===== config.mk =====
export PLATFORM = sky130hd
export DESIGN_NAME = lem_top
export DESIGN_NICKNAME = d
export VERILOG_FILES = /design/src/lem_pkg.sv /design/src/lem_lane_if.sv /design/src/lem_err_cnt.sv /design/src/lem_top.sv
export SDC_FILE = /design/constraint.sdc
export NUM_CORES = 1
export LEC_CHECK = 0
export CORE_ASPECT_RATIO = 0.6
export CORE_MARGIN = 3
export CORE_UTILIZATION = 60
export DETAILED_ROUTE_END_ITERATION = 12
export DONT_BUFFER_PORTS = 1
export GPL_ROUTABILITY_DRIVEN = 0
export GPL_TIMING_DRIVEN = 0
export PLACE_DENSITY = 0.75
export SYNTH_ARGS = -nofsm -noshare
export SYNTH_HDL_FRONTEND = slang
export SYNTH_HIERARCHICAL = 1
export SYNTH_SLANG_ARGS = --single-unit

===== constraint.sdc =====
create_clock -name pclk -period 4 [get_ports pclk]
set_input_delay 0.8 -clock pclk [delete_from_list [all_inputs] [get_ports pclk]]
set_output_delay 0.8 -clock pclk [all_outputs]
set_load 0.01 [all_outputs]

===== src/lem_pkg.sv =====
package lem_pkg;
   // ------------------------------------------------------------
   // register indices (byte address is four times the index)
   // ------------------------------------------------------------
   localparam logic [11:0] IDX_SYNC_CTRL = 12'h047b;
   localparam logic [11:0] IDX_LIMIT = 12'h047c;
   localparam logic [11:0] IDX_LANE_ON = 12'h047d;
   localparam logic [11:0] IDX_RAMP = 12'h047e;
   localparam logic [11:0] IDX_IRQ_MASK = 12'h047f;
   localparam logic [11:0] IDX_FLAGS = 12'h0480;
   localparam int ADDR_W = 14;
   // ------------------------------------------------------------
   // field positions
   // ------------------------------------------------------------
   localparam int BIT_DISP = 7;
   localparam int BIT_NIT = 6;
   localparam int BIT_UCC = 5;
   localparam int BIT_CMM = 4;
   localparam int BIT_CMM_ON = 3;
   localparam int BIT_RAMP_ON = 0;
   localparam int BIT_RAMP_FAIL = 0;
   // ------------------------------------------------------------
   // reset values
   // ------------------------------------------------------------
   localparam logic [7:0] RST_SYNC_CTRL = 8'h08;
   localparam logic [7:0] RST_LIMIT = 8'hff;
   localparam logic [7:0] RST_LANE_ON = 8'h0f;
   localparam logic [7:0] RST_RAMP = 8'h00;
   localparam logic [7:0] RST_IRQ_MASK = 8'h00;
   localparam int RAMP_LEN = 3;
   localparam int CFG_BYTES = 14;
   localparam int CNT_W = 8;
   typedef enum logic [1:0] {
      LEM_IDLE = 2'b00,
      LEM_CHECK = 2'b01,
      LEM_DONE = 2'b10
   } lem_ramp_type;
endpackage : lem_pkg


===== src/lem_lane_if.sv =====
`timescale 1ns/1ns
interface lem_lane_if #(
   parameter int LANES = 8
);
   logic [LANES-1:0] lane_on;
   logic [7:0] limit;
   logic clear;
   logic [LANES-1:0] disp_ev;
   logic [LANES-1:0] nit_ev;
   logic [LANES-1:0] ucc_ev;
   logic [LANES-1:0] disp_hit;
   logic [LANES-1:0] nit_hit;
   logic [LANES-1:0] ucc_hit;
   modport ctrl (output lane_on, limit, clear, disp_ev, nit_ev, ucc_ev,
                 input disp_hit, nit_hit, ucc_hit);
   modport cnt (input lane_on, limit, clear, disp_ev, nit_ev, ucc_ev,
                output disp_hit, nit_hit, ucc_hit);
endinterface : lem_lane_if


===== src/lem_err_cnt.sv =====
`timescale 1ns/1ns
module lem_err_cnt #(
   parameter int LANES = 8
) (
   input wire logic pclk,
   input wire logic presetn,
   lem_lane_if.cnt lnk
);
   import lem_pkg::*;
   // ------------------------------------------------------------
   // one saturating counter per lane and per error type
   // ------------------------------------------------------------
   logic [CNT_W-1:0] disp_r [LANES];
   logic [CNT_W-1:0] nit_r [LANES];
   logic [CNT_W-1:0] ucc_r [LANES];

   initial begin
      if (LANES < 1 || LANES > 8) $error("lem_err_cnt: LANES must be 1..8");
   end

   function automatic logic [CNT_W-1:0] bump(input logic [CNT_W-1:0] c, input logic ev);
      // saturate so a long error burst cannot wrap below the limit
      bump = (ev && c != {CNT_W{1'b1}}) ? c + 1'b1 : c;
   endfunction : bump

   for (genvar i = 0; i < LANES; i++) begin : g_lane
      always_ff @(posedge pclk or negedge presetn) begin
         if (!presetn) begin
            disp_r[i] <= '0;
            nit_r[i] <= '0;
            ucc_r[i] <= '0;
         end else if (lnk.clear || !lnk.lane_on[i]) begin
            disp_r[i] <= '0;
            nit_r[i] <= '0;
            ucc_r[i] <= '0;
         end else begin
            disp_r[i] <= bump(disp_r[i], lnk.disp_ev[i]);
            nit_r[i] <= bump(nit_r[i], lnk.nit_ev[i]);
            ucc_r[i] <= bump(ucc_r[i], lnk.ucc_ev[i]);
         end
      end
      assign lnk.disp_hit[i] = lnk.lane_on[i] && disp_r[i] >= lnk.limit;
      assign lnk.nit_hit[i] = lnk.lane_on[i] && nit_r[i] >= lnk.limit;
      assign lnk.ucc_hit[i] = lnk.lane_on[i] && ucc_r[i] >= lnk.limit;
   end
endmodule : lem_err_cnt


===== src/lem_top.sv =====
// Operation
// - disparity count at limit raises sync request
// - table-miss count at limit raises sync request
// - control-char count at limit raises sync request
// - mismatch rising edge latches status, irq low
// - mismatch status clears on write one
// - mismatch when lane-0 config differs from local
// - irq enable resets one; off disables status
// - per-lane counts compared with 8-bit limit
// - lane-enable bit x enables lane x
// - ramp check off accepts any alignment data
// - ramp check on requires 00-01-02, else fail
// - control-char mask pulls irq low at limit
// - read-only table-miss flag at limit
`timescale 1ns/1ns
module lem_top #(
   parameter int LANES = 8
) (
   input wire logic pclk,
   input wire logic presetn,
   input wire logic psel,
   input wire logic penable,
   input wire logic pwrite,
   input wire logic [lem_pkg::ADDR_W-1:0] paddr,
   input wire logic [31:0] pwdata,
   input wire logic [3:0] pstrb,
   output logic [31:0] prdata,
   output logic pready,
   output logic pslverr,
   input wire logic [LANES-1:0] disp_err,
   input wire logic [LANES-1:0] nit_err,
   input wire logic [LANES-1:0] ucc_err,
   input wire logic [8*lem_pkg::CFG_BYTES-1:0] rx_lane0_cfg,
   input wire logic [8*lem_pkg::CFG_BYTES-1:0] tx_link_cfg,
   input wire logic cfg_valid,
   input wire logic ilas_start,
   input wire logic ilas_valid,
   input wire logic [7:0] ilas_data,
   output logic [7:0] lane_on_bits,
   output logic sync_request_out,
   output logic irq_n,
   output logic ramp_fail,
   output logic link_start_ok
);
   import lem_pkg::*;

   initial begin
      if (LANES < 1 || LANES > 8) $error("lem_top: LANES must be 1..8");
   end

   // ------------------------------------------------------------
   // apb decode
   // ------------------------------------------------------------
   logic [11:0] idx;
   logic setup;
   logic wr_en;
   logic mapped;
   logic [7:0] rd_mux;

   assign idx = paddr[ADDR_W-1:2];
   assign setup = psel && !penable;
   // only the low byte lane carries register bits
   assign wr_en = psel && penable && pwrite && pstrb[0];
   assign pready = 1'b1;

   always_comb begin
      mapped = 1'b1;
      case (idx)
         IDX_SYNC_CTRL, IDX_LIMIT, IDX_LANE_ON, IDX_RAMP, IDX_IRQ_MASK, IDX_FLAGS: begin
            mapped = 1'b1;
         end
         default: begin
            mapped = 1'b0;
         end
      endcase
      if (paddr[1:0] != 2'b00) begin
         mapped = 1'b0;
      end
   end

   // ------------------------------------------------------------
   // control registers
   // ------------------------------------------------------------
   logic disp_sel_r;
   logic nit_sel_r;
   logic ucc_sel_r;
   logic cmm_on_r;
   logic [7:0] limit_r;
   logic [7:0] lane_on_r;
   logic ramp_on_r;
   logic disp_mask_r;
   logic nit_mask_r;
   logic ucc_mask_r;
   logic clr_cnt;

   always_ff @(posedge pclk or negedge presetn) begin
      if (!presetn) begin
         disp_sel_r <= RST_SYNC_CTRL[BIT_DISP];
         nit_sel_r <= RST_SYNC_CTRL[BIT_NIT];
         ucc_sel_r <= RST_SYNC_CTRL[BIT_UCC];
         cmm_on_r <= RST_SYNC_CTRL[BIT_CMM_ON];
      end else if (wr_en && mapped && idx == IDX_SYNC_CTRL) begin
         disp_sel_r <= pwdata[BIT_DISP];
         nit_sel_r <= pwdata[BIT_NIT];
         ucc_sel_r <= pwdata[BIT_UCC];
         cmm_on_r <= pwdata[BIT_CMM_ON];
      end
   end

   always_ff @(posedge pclk or negedge presetn) begin
      if (!presetn) begin
         limit_r <= RST_LIMIT;
      end else if (wr_en && idx == IDX_LIMIT) begin
         limit_r <= pwdata[7:0];
      end
   end

   always_ff @(posedge pclk or negedge presetn) begin
      if (!presetn) begin
         lane_on_r <= RST_LANE_ON;
      end else if (wr_en && idx == IDX_LANE_ON) begin
         // changing lanes mid-link is not guarded; software sets this first
         lane_on_r <= pwdata[7:0];
      end
   end

   always_ff @(posedge pclk or negedge presetn) begin
      if (!presetn) begin
         ramp_on_r <= RST_RAMP[BIT_RAMP_ON];
      end else if (wr_en && idx == IDX_RAMP) begin
         ramp_on_r <= pwdata[BIT_RAMP_ON];
      end
   end

   always_ff @(posedge pclk or negedge presetn) begin
      if (!presetn) begin
         disp_mask_r <= RST_IRQ_MASK[BIT_DISP];
         nit_mask_r <= RST_IRQ_MASK[BIT_NIT];
         ucc_mask_r <= RST_IRQ_MASK[BIT_UCC];
      end else if (wr_en && idx == IDX_IRQ_MASK) begin
         disp_mask_r <= pwdata[BIT_DISP];
         nit_mask_r <= pwdata[BIT_NIT];
         ucc_mask_r <= pwdata[BIT_UCC];
      end
   end

   // any write to the flag register with pstrb[0] set restarts every error count
   assign clr_cnt = wr_en && idx == IDX_FLAGS;

   // ------------------------------------------------------------
   // error counters
   // ------------------------------------------------------------
   lem_lane_if #(.LANES(LANES)) lnk ();

   assign lnk.lane_on = lane_on_r[LANES-1:0];
   assign lnk.limit = limit_r;
   assign lnk.clear = clr_cnt;
   assign lnk.disp_ev = disp_err;
   assign lnk.nit_ev = nit_err;
   assign lnk.ucc_ev = ucc_err;

   lem_err_cnt #(.LANES(LANES)) u_cnt (
      .pclk(pclk),
      .presetn(presetn),
      .lnk(lnk)
   );

   logic disp_any;
   logic nit_any;
   logic ucc_any;

   assign disp_any = |lnk.disp_hit;
   assign nit_any = |lnk.nit_hit;
   assign ucc_any = |lnk.ucc_hit;

   // ------------------------------------------------------------
   // sync request
   // ------------------------------------------------------------
   always_ff @(posedge pclk or negedge presetn) begin
      if (!presetn) begin
         sync_request_out <= 1'b0;
      end else begin
         sync_request_out <= (disp_sel_r && disp_any)
                          || (nit_sel_r && nit_any)
                          || (ucc_sel_r && ucc_any);
      end
   end

   // ------------------------------------------------------------
   // configuration mismatch
   // ------------------------------------------------------------
   logic mm;
   logic mm_d_r;
   logic cmm_r;
   logic cmm_clr;

   assign mm = cfg_valid && (rx_lane0_cfg != tx_link_cfg);
   assign cmm_clr = wr_en && idx == IDX_SYNC_CTRL && pwdata[BIT_CMM];

   always_ff @(posedge pclk or negedge presetn) begin
      if (!presetn) begin
         mm_d_r <= 1'b0;
      end else begin
         mm_d_r <= mm;
      end
   end

   always_ff @(posedge pclk or negedge presetn) begin
      if (!presetn) begin
         cmm_r <= 1'b0;
      end else if (!cmm_on_r) begin
         cmm_r <= 1'b0;
      end else if (mm && !mm_d_r) begin
         // a new edge in the clearing cycle wins over the clear
         cmm_r <= 1'b1;
      end else if (cmm_clr) begin
         cmm_r <= 1'b0;
      end
   end

   // ------------------------------------------------------------
   // interrupt
   // ------------------------------------------------------------
   always_ff @(posedge pclk or negedge presetn) begin
      if (!presetn) begin
         irq_n <= 1'b1;
      end else begin
         irq_n <= !((cmm_on_r && cmm_r)
                 || (ucc_mask_r && ucc_any)
                 || (disp_mask_r && disp_any)
                 || (nit_mask_r && nit_any));
      end
   end

   // ------------------------------------------------------------
   // alignment ramp check
   // ------------------------------------------------------------
   lem_ramp_type st_r;
   logic [1:0] ramp_idx_r;

   always_ff @(posedge pclk or negedge presetn) begin
      if (!presetn) begin
         st_r <= LEM_IDLE;
         ramp_idx_r <= '0;
         ramp_fail <= 1'b0;
      end else if (ilas_start) begin
         st_r <= LEM_CHECK;
         ramp_idx_r <= '0;
         ramp_fail <= 1'b0;
      end else begin
         case (st_r)
            LEM_CHECK: begin
               if (ilas_valid) begin
                  // with the check off any data passes
                  if (ramp_on_r && ilas_data != {6'h00, ramp_idx_r}) begin
                     ramp_fail <= 1'b1;
                  end
                  if (ramp_idx_r == 2'(RAMP_LEN - 1)) begin
                     st_r <= LEM_DONE;
                  end
                  ramp_idx_r <= ramp_idx_r + 2'b01;
               end
            end
            LEM_DONE: begin
               st_r <= LEM_DONE;
            end
            default: begin
               st_r <= LEM_IDLE;
            end
         endcase
      end
   end

   assign link_start_ok = (st_r == LEM_DONE) && !ramp_fail;
   assign lane_on_bits = lane_on_r;

   // ------------------------------------------------------------
   // read data
   // ------------------------------------------------------------
   always_comb begin
      rd_mux = 8'h00;
      case (idx)
         IDX_SYNC_CTRL: begin
            rd_mux = {disp_sel_r, nit_sel_r, ucc_sel_r, cmm_r, cmm_on_r, 3'b000};
         end
         IDX_LIMIT: begin
            rd_mux = limit_r;
         end
         IDX_LANE_ON: begin
            rd_mux = lane_on_r;
         end
         IDX_RAMP: begin
            rd_mux = {7'h00, ramp_on_r};
         end
         IDX_IRQ_MASK: begin
            rd_mux = {disp_mask_r, nit_mask_r, ucc_mask_r, 5'h00};
         end
         IDX_FLAGS: begin
            rd_mux = {disp_any, nit_any, ucc_any, 4'h0, ramp_fail};
         end
         default: begin
            rd_mux = 8'h00;
         end
      endcase
   end

   // answer is captured in setup so prdata comes from a flop
   always_ff @(posedge pclk or negedge presetn) begin
      if (!presetn) begin
         prdata <= 32'h0000_0000;
         pslverr <= 1'b0;
      end else if (setup) begin
         prdata <= (mapped && !pwrite) ? {24'h00_0000, rd_mux} : 32'h0000_0000;
         pslverr <= !mapped;
      end
   end
endmodule : lem_top


======== After elaboration in Yosys (flattened, before gate mapping) ========
Index checks and enable logic that the tools add are counted.
storage, ports and cells
  register bits ........................... 258
  logic and storage cells ................. 331
  input port bits ......................... 314
operators by class
  order comparisons ....................... 24
  $add $sub $neg .......................... 25
  eq/ne operators ......................... 38
  mux-type cells .......................... 66
  reduce and logical (&&, ||, !) cells .... 135
operator list
  cell                                                    count
  two-way mux 8 bit                                       49
  adder 8 x 1 -> 8 bit (second input constant)            24
  >= comparator 8 bit                                     24
  inequality test 8 bit (second input constant)           24
  inequality test 112 bit                                 1
  logical AND 1 bit                                       73
  == test 12 x 11 -> 1 bit (second input constant)        6
  nonzero test 2 bit                                      28
  case mux 8 bit (6 select lines)                         1
  OR reduction 8 bit                                      3
  zero test 1 bit                                         14
  logical OR 1 bit                                        13
  two-way mux 2 bit                                       6
  two-way mux 1 bit                                       9
  inequality test 8 x 2 -> 1 bit                          1
  inequality test 3 bit (second input constant)           2
  OR reduction 6 bit                                      1
  == test 2 bit (second input constant)                   2
  case mux 2 bit (2 select lines)                         1
  AND reduction 2 bit                                     2
  inequality test 3 x 1 -> 1 bit (second input constant)  1
  AND reduction 3 bit                                     1
  adder 2 x 1 -> 2 bit (second input constant)            1
  == test 2 x 1 -> 1 bit (second input constant)          1

======== Logic depth before layout (Yosys ltp) ========
Gate-level depths: netlist of run 1.
  depth in word-level cells ............... 8
  depth in mapped cells ................... 11
  gate-level depth less buffers ........... 10

======== Hierarchy ========
The synthesis of run 1 kept the hierarchy.
by module, submodules not included
  module       area an instance (um2)  cells an instance  times used
  lem_err_cnt  14,008.4                1,530              1
  lem_top      3,475.8                 356                1

======== Least setup slack after synthesis of run 1 ========
Ideal clock, no wire load.
  path kind ............................... in2reg
  from .................................... in paddr[3] in the netlist's numbering
  to ...................................... reg u_cnt/disp_r[8] in the netlist's numbering
  arrival time ............................ 3.074 ns
  stages .................................. 10
  slack ................................... 0.794 ns
  cells stage by stage .................... clkbuf_1 -> or4_1 -> nor3_1 -> inv_1 -> nor2_1 -> buf_2 -> nand2b_1 -> clkbuf_1 -> clkbuf_1 -> nor2_1
between the ends
  cells in the longest elaborated chain, start to end .. 4
ends and longest elaborated chain
  item                                                            RTL line           source
  from (decl)                                                     lem_top.sv:24      input wire logic [lem_pkg::ADDR_W-1:0] paddr,
  == test 12 x 11 -> 1 bit *                                      lem_top.sv:148     assign clr_cnt = wr_en && idx == IDX_FLAGS;
  logical AND 1 bit *                                             lem_top.sv:148
  via clr_cnt                                                     lem_top.sv:94      logic clr_cnt;
  logical OR 1 bit *                                              lem_err_cnt.sv:32  end else if (lnk.clear || !lnk.lane_on[i]) begin
  two-way mux 8 bit / nonzero test 2 bit (equally long branches)  n/a
  to (signal, indexed assignment)                                 lem_err_cnt.sv:37  disp_r[i] <= bump(disp_r[i], lnk.disp_ev[i]);
  to (decl)                                                       lem_err_cnt.sv:13  logic [CNT_W-1:0] disp_r [LANES];
The timed path passes the listed nets; every way through them passes the cells marked *.
A chain may end at the register's enable or synchronous reset.

======== Worst setup path after layout of run 1 ========
  from .................................... reg limit_r[0]
  to ...................................... reg prdata[6]
between the ends
  cells in the longest elaborated chain, start to end .. 5
ends and longest elaborated chain
  item                             RTL line           source
  from (decl)                      lem_top.sv:88      logic [7:0] limit_r;
  from (signal assigned)           lem_top.sv:114     limit_r <= pwdata[7:0];
  >= comparator 8 bit              lem_err_cnt.sv:43  assign lnk.nit_hit[i] = lnk.lane_on[i] && nit_r[i] >= lnk.limit;
  logical AND 1 bit                lem_err_cnt.sv:43
  via lnk.nit_hit[4]               lem_lane_if.sv:12  logic [LANES-1:0] nit_hit;
  OR reduction 8 bit               lem_top.sv:173     assign nit_any = |lnk.nit_hit;
  case mux 8 bit (6 select lines)  lem_top.sv:282     case (idx)
  two-way mux 8 bit                lem_top.sv:313     prdata <= (mapped && !pwrite) ? {24'h00_0000, rd_mux} : 32'h0000_0000;
  to (signal assigned)             lem_top.sv:313
  to (decl)                        lem_top.sv:27      output logic [31:0] prdata,
The timed path passes the listed nets, and every way through them passes these cells.

==> results of run 1 <==
layout by cell type, fill, tap and decap left out, types with 26 or more instances in the layout:
master    netlist  layout
ha_1          219     219
inv_1          73      70
xor2_1         79      79
nor2_1        126     125
nand3_1       107     107
nor4_1         31      31
a21o_1         26      26
a211oi_1       26      26
and3_1         32      32
or3_1          33      33
nor3_1         72      71
nand4_1        63      63
nand2_1       103     103
a221oi_1       28      28
nor2b_1        38      38
nand2b_1       35      35
clkbuf_1       25      33
dfrtp_1       220     220
xnor2_1        86      86
a21oi_1        74      74
a31oi_1        32      32
o21ai_0        98      98
and4_1         26      26
cells by family after synthesis:
kind of cell,after synthesis
adders and majority gates,219
other,2
DFF,234
muxes,39
xor gates and xnor gates,165
buffers and inverters,132
and+or+nand+nor,692
AOI/OAI and AO/OA,403
sequential cells by signal (all words and copies together), names as in the netlist, 2 cells and up:
signal,cells
ramp_idx_r,2
u_cnt/nit_r,64
prdata,8
st_r,2
u_cnt/ucc_r,64
lane_on_bits,8
limit_r,8
u_cnt/disp_r,64
through the flow:
stage / util, % / worst slack, ns / hold WS [ns]
floorplan: - / 0.794 / 0.472
global placement: 64.1 / -0.617 / 0.513
detailed placement: 64.2 / -0.666 / 0.513
CTS: 67.0 / 0.0778 / -0.0537
global route: 67.1 / 0.0152 / -0.0615
finish: 67.1 / -0.00452 / -0.0398
routing by layer:
layer	wire length [um]	global-route usage, %
met1	23900	48.4
met5	0	0
met3	5170	9.34
met4	2340	12.6
met2	23100	47.9
area by class of cell:
type                       instances  area share [%]
sequential                       234            31.1
timing repair buffer               2           0.252
timing repair inverter             1          0.0265
multi-input combinational       1543            58.7
clock buffer                      37            3.77
clock inverter                     7           0.331
inverter                          74            1.56
buffer                            58            1.76
antenna                            2          0.0265
tap                              367            2.43
worst register-to-register path, stage by stage, from the launching register on:
cell and delay, ns:
dfstp_2 1.16, ha_1 0.37, nand2b_1 0.14, a2111oi_0 0.39, or3_1 0.19, a221oi_1 0.16
nor4_1 0.70, nand2_1 0.21, a221oi_1 0.44, o21ai_0 0.12
repair_timing:
item	4_1_cts	5_1_grt
endpoints found under the setup margin	30	26
cloned	0	1
resized for setup	1	2
endpoints found under the hold margin	220	220
worst paths after layout:
path / startpoint / end / slack, ns / cells after the start
max: limit_r[0] / prdata[6] / -0.005 / 9
max reg2reg: limit_r[0] / prdata[6] / -0.005 / 9
min reg2reg: disp_mask_r / disp_mask_r / 0.55 / 1
max in group asynchronous: presetn / st_r[0] / 3.49 / 0
min: presetn / u_cnt/ucc_r[16] / -0.04 / 0
min in group pclk: ilas_start / st_r[1] / 0.31 / 1
cell usage after synthesis, types with 8 or more instances:
| cell type | instances | area share, % |
|---|---|---|
| nor2b_1 | 38 | 1.4 |
| clkbuf_1 | 25 | 0.54 |
| nand4_1 | 63 | 2.3 |
| nand2_1 | 103 | 2.2 |
| a31oi_1 | 32 | 1.1 |
| and3_1 | 32 | 1.1 |
| inv_1 | 73 | 1.6 |
| nor4_1 | 31 | 1.1 |
| dfstp_2 | 14 | 2.1 |
| ha_1 | 219 | 16 |
| o211ai_1 | 12 | 0.52 |
| nor3_1 | 72 | 2.1 |
| o21ai_0 | 98 | 2.8 |
| a221oi_1 | 28 | 1.4 |
| a31o_2 | 8 | 0.40 |
| nand2b_1 | 35 | 1.3 |
| a21oi_1 | 74 | 2.1 |
| nand3_1 | 107 | 3.1 |
| mux2i_1 | 15 | 0.86 |
| a211oi_1 | 26 | 1.1 |
| a2111oi_0 | 24 | 1.2 |
| nor2_1 | 126 | 2.7 |
| and4_1 | 26 | 1.3 |
| or3_1 | 33 | 1.2 |
| mux2_2 | 24 | 1.5 |
| o21a_1 | 9 | 0.39 |
| buf_4 | 25 | 1.1 |
| xor2_1 | 79 | 4.0 |
| a311oi_1 | 17 | 0.85 |
| dfrtp_1 | 220 | 31 |
| a21o_1 | 26 | 1.1 |
| xnor2_1 | 86 | 4.3 |
power breakdown:
part,internal (mW),total (mW),switching [mW],leakage [nW]
clock network,1.29,2.28,0.991,0.380
logic,0.130,0.251,0.121,4.57
registers,2.38,2.39,0.0125,3.21
total,3.80,4.92,1.12,8.16
==> flow_summary.ini, run 1 <==
[routing]
vias = 15400
wl_um = 54500
drc = 0
first_iter_violations = 1392
drtPass1Iterations = 5
via_per_inst = 6.61
wl_per_cell_um = 23.4
ant_nets = 0

[yosys]
netlist_area_um2 = 17500
synth_cell_types = 71
seq_area_frac_synth_pct = 33.6
synth_compound_area_share_pct = 15.5
yosys.area_share.simple_pct = 21.0
synth_top_family_by_area = simple AND/OR/NAND/NOR gates
synth_top_flop_cell = dfrtp_1
synth_cells = 1886
synthMuxAreaShare_pct = 2.40
synth-seq-cells = 234
synth_edf_count = 0
syn_avg_cell_area_um2 = 9.27
synth_xor_area_share_pct = 8.27
async_flop_share_pct = 100
synthAdderAreaFrac_pct = 15.7
yosysWarnings = 6

[outcome]
violations = hold timing, setup timing
status = complete, but fails checks

[timing]
hold_ws_ns = -0.0398
maxSlewHeadroom_pct = 3.42
worst_pin_slew_ns = 1.45
tns_ns = -0.00452
hold_violations = 58
period_minus_slack_ns = 4.00
fin_crit_sh_pct = 100
fin_ws_ns = -0.00452
fin_skew_ns = 0.0144
final_max_slew_viol_count = 0
max_freq_mhz = 250
rsz0062_at_grt = false
setup_viol = 1

[clock_network]
clock_latency_ns = 0.54
cts_sinks = 234
cts_tree = built
path_clk_slew_ns = 0.07
cts.htree.levels = 1
cts_setup_buffers = 0
clk_path_buf_depth = 3
root_buffer = clkbuf_16
cts_made_buffers = 24

[critical_path]
path_cells = ha_1 > nand2b_1 > a2111oi_0 > or3_1 > a221oi_1 > nor4_1 > nand2_1 > a221oi_1 > o21ai_0
crit_fanout = 26
cpMostUsedCell = a221oi_1
crit_family = simple AND/OR/NAND/NOR gates
end_kind = register
startpoint_type = register
path_buf_inv = 0
cpMaxStageDelayCell = dfstp_2
cp.required_ns = 4.42
slowest_delay_ns = 1.16
cp_data_arrival_time_ns = 4.42
path_class = register to register

[floorplanning]
placementRows = 47
die_area_um2 = 31300
ios = 360
start_util_pct = 62.2
chipWidth_um = 226
coreArea_um2 = 28100
die_height_um = 138

[global_routing]
grt_usage_pct = 33.5
grt_pass1_vias = 14200
grt_pass1_wl_um = 82500
overflow = 0
antenna_found_initial = 2
grt_start_max_net_pins = 235

[power_and_ir_drop]
p_leak_nw = 8.16
power.density_nw_per_um2 = 261
power_mw = 4.92
peakVddDrop_mv = 0.297

[layout]
final_area_um2 = 18900
multi_input_area_um2 = 11100
instances_no_fill = 2325
regArea_um2 = 5870
final_layout_size_suffix_gt1_share_pct = 6.65
nNetsFinal = 2471
area_growth_pct = 7.94
fillers = 2277

[placement]
dpl-instance-area_um2 = 18100
dp_hpwl_um = 40400
port_buffers = 0
post-place-cells = 2277

[run]
maxCapViolCount = 0

[min_path]
hp-class = primary input to async pin
Power figures use the tool's default switching activity.
==> inputs of run 2 (changes only) <==
==> constraint.sdc (replaced) <==
create_clock -name pclk -period 3.7 [get_ports pclk]
set_input_delay 0.74 -clock pclk [delete_from_list [all_inputs] [get_ports pclk]]
set_output_delay 0.74 -clock pclk [all_outputs]
set_load 0.01 [all_outputs]
==> run 2 against run 1 <==
Against the previous run:
- the flow finishes with violations (hold timing)
- combinational power is 8.4% higher
- register-to-register slack better by 0.07 ns
- via count is 0.23% lower
- hold slack worse by 0.061 ns
- sequential share of layout area hardly changed
- cell count is 0.13% higher
- wire length is 1.2% higher
- utilization is 0.14 points higher
- flip-flop and latch count stayed put
==> flow_summary.ini, run 2 (synthesized netlist as in run 1, its figures left out) <==
[clock_network]
path_clk_slew_ns = 0.06
cts_made_buffers = 24
root_buffer = clkbuf_16
cts_sinks = 234
clk_path_buf_depth = 3
cts_tree = built
clock_latency_ns = 0.54
cts.htree.levels = 1

[power_and_ir_drop]
p_seq_share_pct = 48.6
p_leak_nw = 8.15
clkPwrFrac_pct = 46.3
power_mw = 5.32
sw_frac_of_total_pct = 22.9
p_comb_share_pct = 5.1
intPower_mw = 4.11
power.density_nw_per_um2 = 281
switchingPower_mw = 1.22
peakVddDrop_mv = 0.321

[layout]
layout_common_cells = 220 x dfrtp_1, 218 x ha_1, 125 x nor2_1
largestRegisters = u_cnt/disp_r (64), u_cnt/nit_r (64), u_cnt/ucc_r (64)
nNetsFinal = 2473
area_growth_pct = 8.17
instances_no_fill = 2328
final_layout_size_suffix_gt1_share_pct = 7.15
final_common_cell = dfrtp_1

[routing]
drc = 0
via_per_inst = 6.58
first_iter_violations = 1339
wl_um = 55200
ant_nets = 0
wl_per_cell_um = 23.7
vias = 15300
drtPass1Iterations = 5

[critical_path]
startpoint_type = primary input
path_buf_inv = 5
r2r-end = prdata[6]
slowest_delay_ns = 0.61
crit_fanout = 10
cpMostUsedCell = clkbuf_1
crit_family = buffers and inverters
path_cells = clkbuf_1 > or4_1 > nor3_2 > inv_1 > nor2_2 > buf_2 > nand2b_1 > clkbuf_1 > clkbuf_1 > nor2_1
end_kind = register
path_class = primary input to register
worstReg2RegStart = limit_r[4]
rrSetupSlack_ns = 0.07
cp.required_ns = 4.11
cpMaxStageDelayCell = or4_1
reg2regPathDepth = 9
cp_data_arrival_time_ns = 4.04

[timing]
period_minus_slack_ns = 3.63
worst_pin_slew_ns = 1.46
rsz0062_at_grt = false
maxSlewHeadroom_pct = 2.44
setup_viol = 0
max_freq_mhz = 275
fin_skew_ns = 0.0127
final_max_slew_viol_count = 0
fin_ws_ns = 0.0681
fin_crit_sh_pct = 98.2
hold_ws_ns = -0.101
hold_violations = 126

[global_routing]
grt_usage_pct = 34.1
grt_pass1_wl_um = 83700
antenna_found_initial = 3
grt_start_max_net_pins = 235
grt_pass1_vias = 14300
overflow = 0

[floorplanning]
start_util_pct = 62.2
placementRows = 47
ios = 360
coreArea_um2 = 28100
chipWidth_um = 226
die_height_um = 138
die_area_um2 = 31300

[placement]
dp_hpwl_um = 40400
port_buffers = 0
dp_slack_ns = -0.906
post-place-cells = 2277

[outcome]
status = complete, but fails checks
violations = hold timing

[min_path]
hp-class = primary input to async pin

[run]
maxCapViolCount = 0
run 2: cell types whose count changed in the layout (fill, tap and decap cells not counted), sizes merged:
cell      before  now
inv           71   69
clkinv         6    5
clkinvlp       3    9
buf           35   34
diode          2    3
run 2: layer usage:
metal	vias to the layer above	wire (um)	track usage, %
met5	-	0	0
met4	0	2190	13.0
met3	108	5530	10.1
met2	630	23600	48.5
met1	7419	23800	49.0
li1	7169	-	-
run 2: repair_timing:
action                                  CTS  global route
endpoints found under the setup margin   74            16
gates cloned                              4             0
resized for setup                        10             8
buffers inserted                          0             0
endpoints found under the hold margin   220           220
run 2: layout make-up:
class / count / area [um^2]
timing repair buffer: 1 / 27.5
multi-input combinational: 1543 / 11100
sequential: 234 / 5880
fill: 2270 / 9200
antenna: 3 / 7.51
tap: 367 / 459
clock buffer: 37 / 711
inverter: 74 / 307
timing repair inverter: 4 / 30.0
clock inverter: 7 / 62.6
buffer: 58 / 334
run 2: worst max-delay path by stage:
stage	slack, ns	to	cells after the start	from
after global placement	-0.86	u_cnt/nit_r[14]	10	paddr[3]
after floorplan	0.55	u_cnt/disp_r[8]	10	paddr[3]
final	0.07	u_cnt/ucc_r[11]	10	paddr[3]
after CTS	0.07	sync_request_out	9	limit_r[2]
after global routing	0.003	u_cnt/ucc_r[11]	10	paddr[3]
after detailed placement	-0.91	u_cnt/disp_r[21]	10	paddr[3]
run 2: worst reg2reg max path: stages (launching register included):
cell and delay, ns:
dfstp_2 0.54, inv_1 0.61, ha_1 0.59, o21ai_0 0.09
or3_1 0.33, a221oi_1 0.71, nor4_2 0.17, nand2_1 0.17
a221oi_1 0.13, o21ai_0 0.23
run 2: through the flow:
| stage | util [%] | area, um^2 | setup TNS, ns |
|---|---|---|---|
| after floorplan | - | 17600 | 0 |
| after global placement | 64.1 | 18000 | -80.02 |
| after detailed placement | 64.2 | 18100 | -88.61 |
| after CTS | 67.2 | 18900 | 0 |
| after global routing | 67.3 | 18900 | 0 |
| final | 67.3 | 18900 | 0 |
run 2: power groups by stage:
stage,Combinational (mW),Sequential [mW],Clock (mW)
CTS,0.268,2.59,2.51
global route,0.298,2.59,2.63
detailed placement,0.265,2.64,0
floorplan,0.227,2.63,0
finish,0.272,2.59,2.46
global placement,0.256,2.63,0
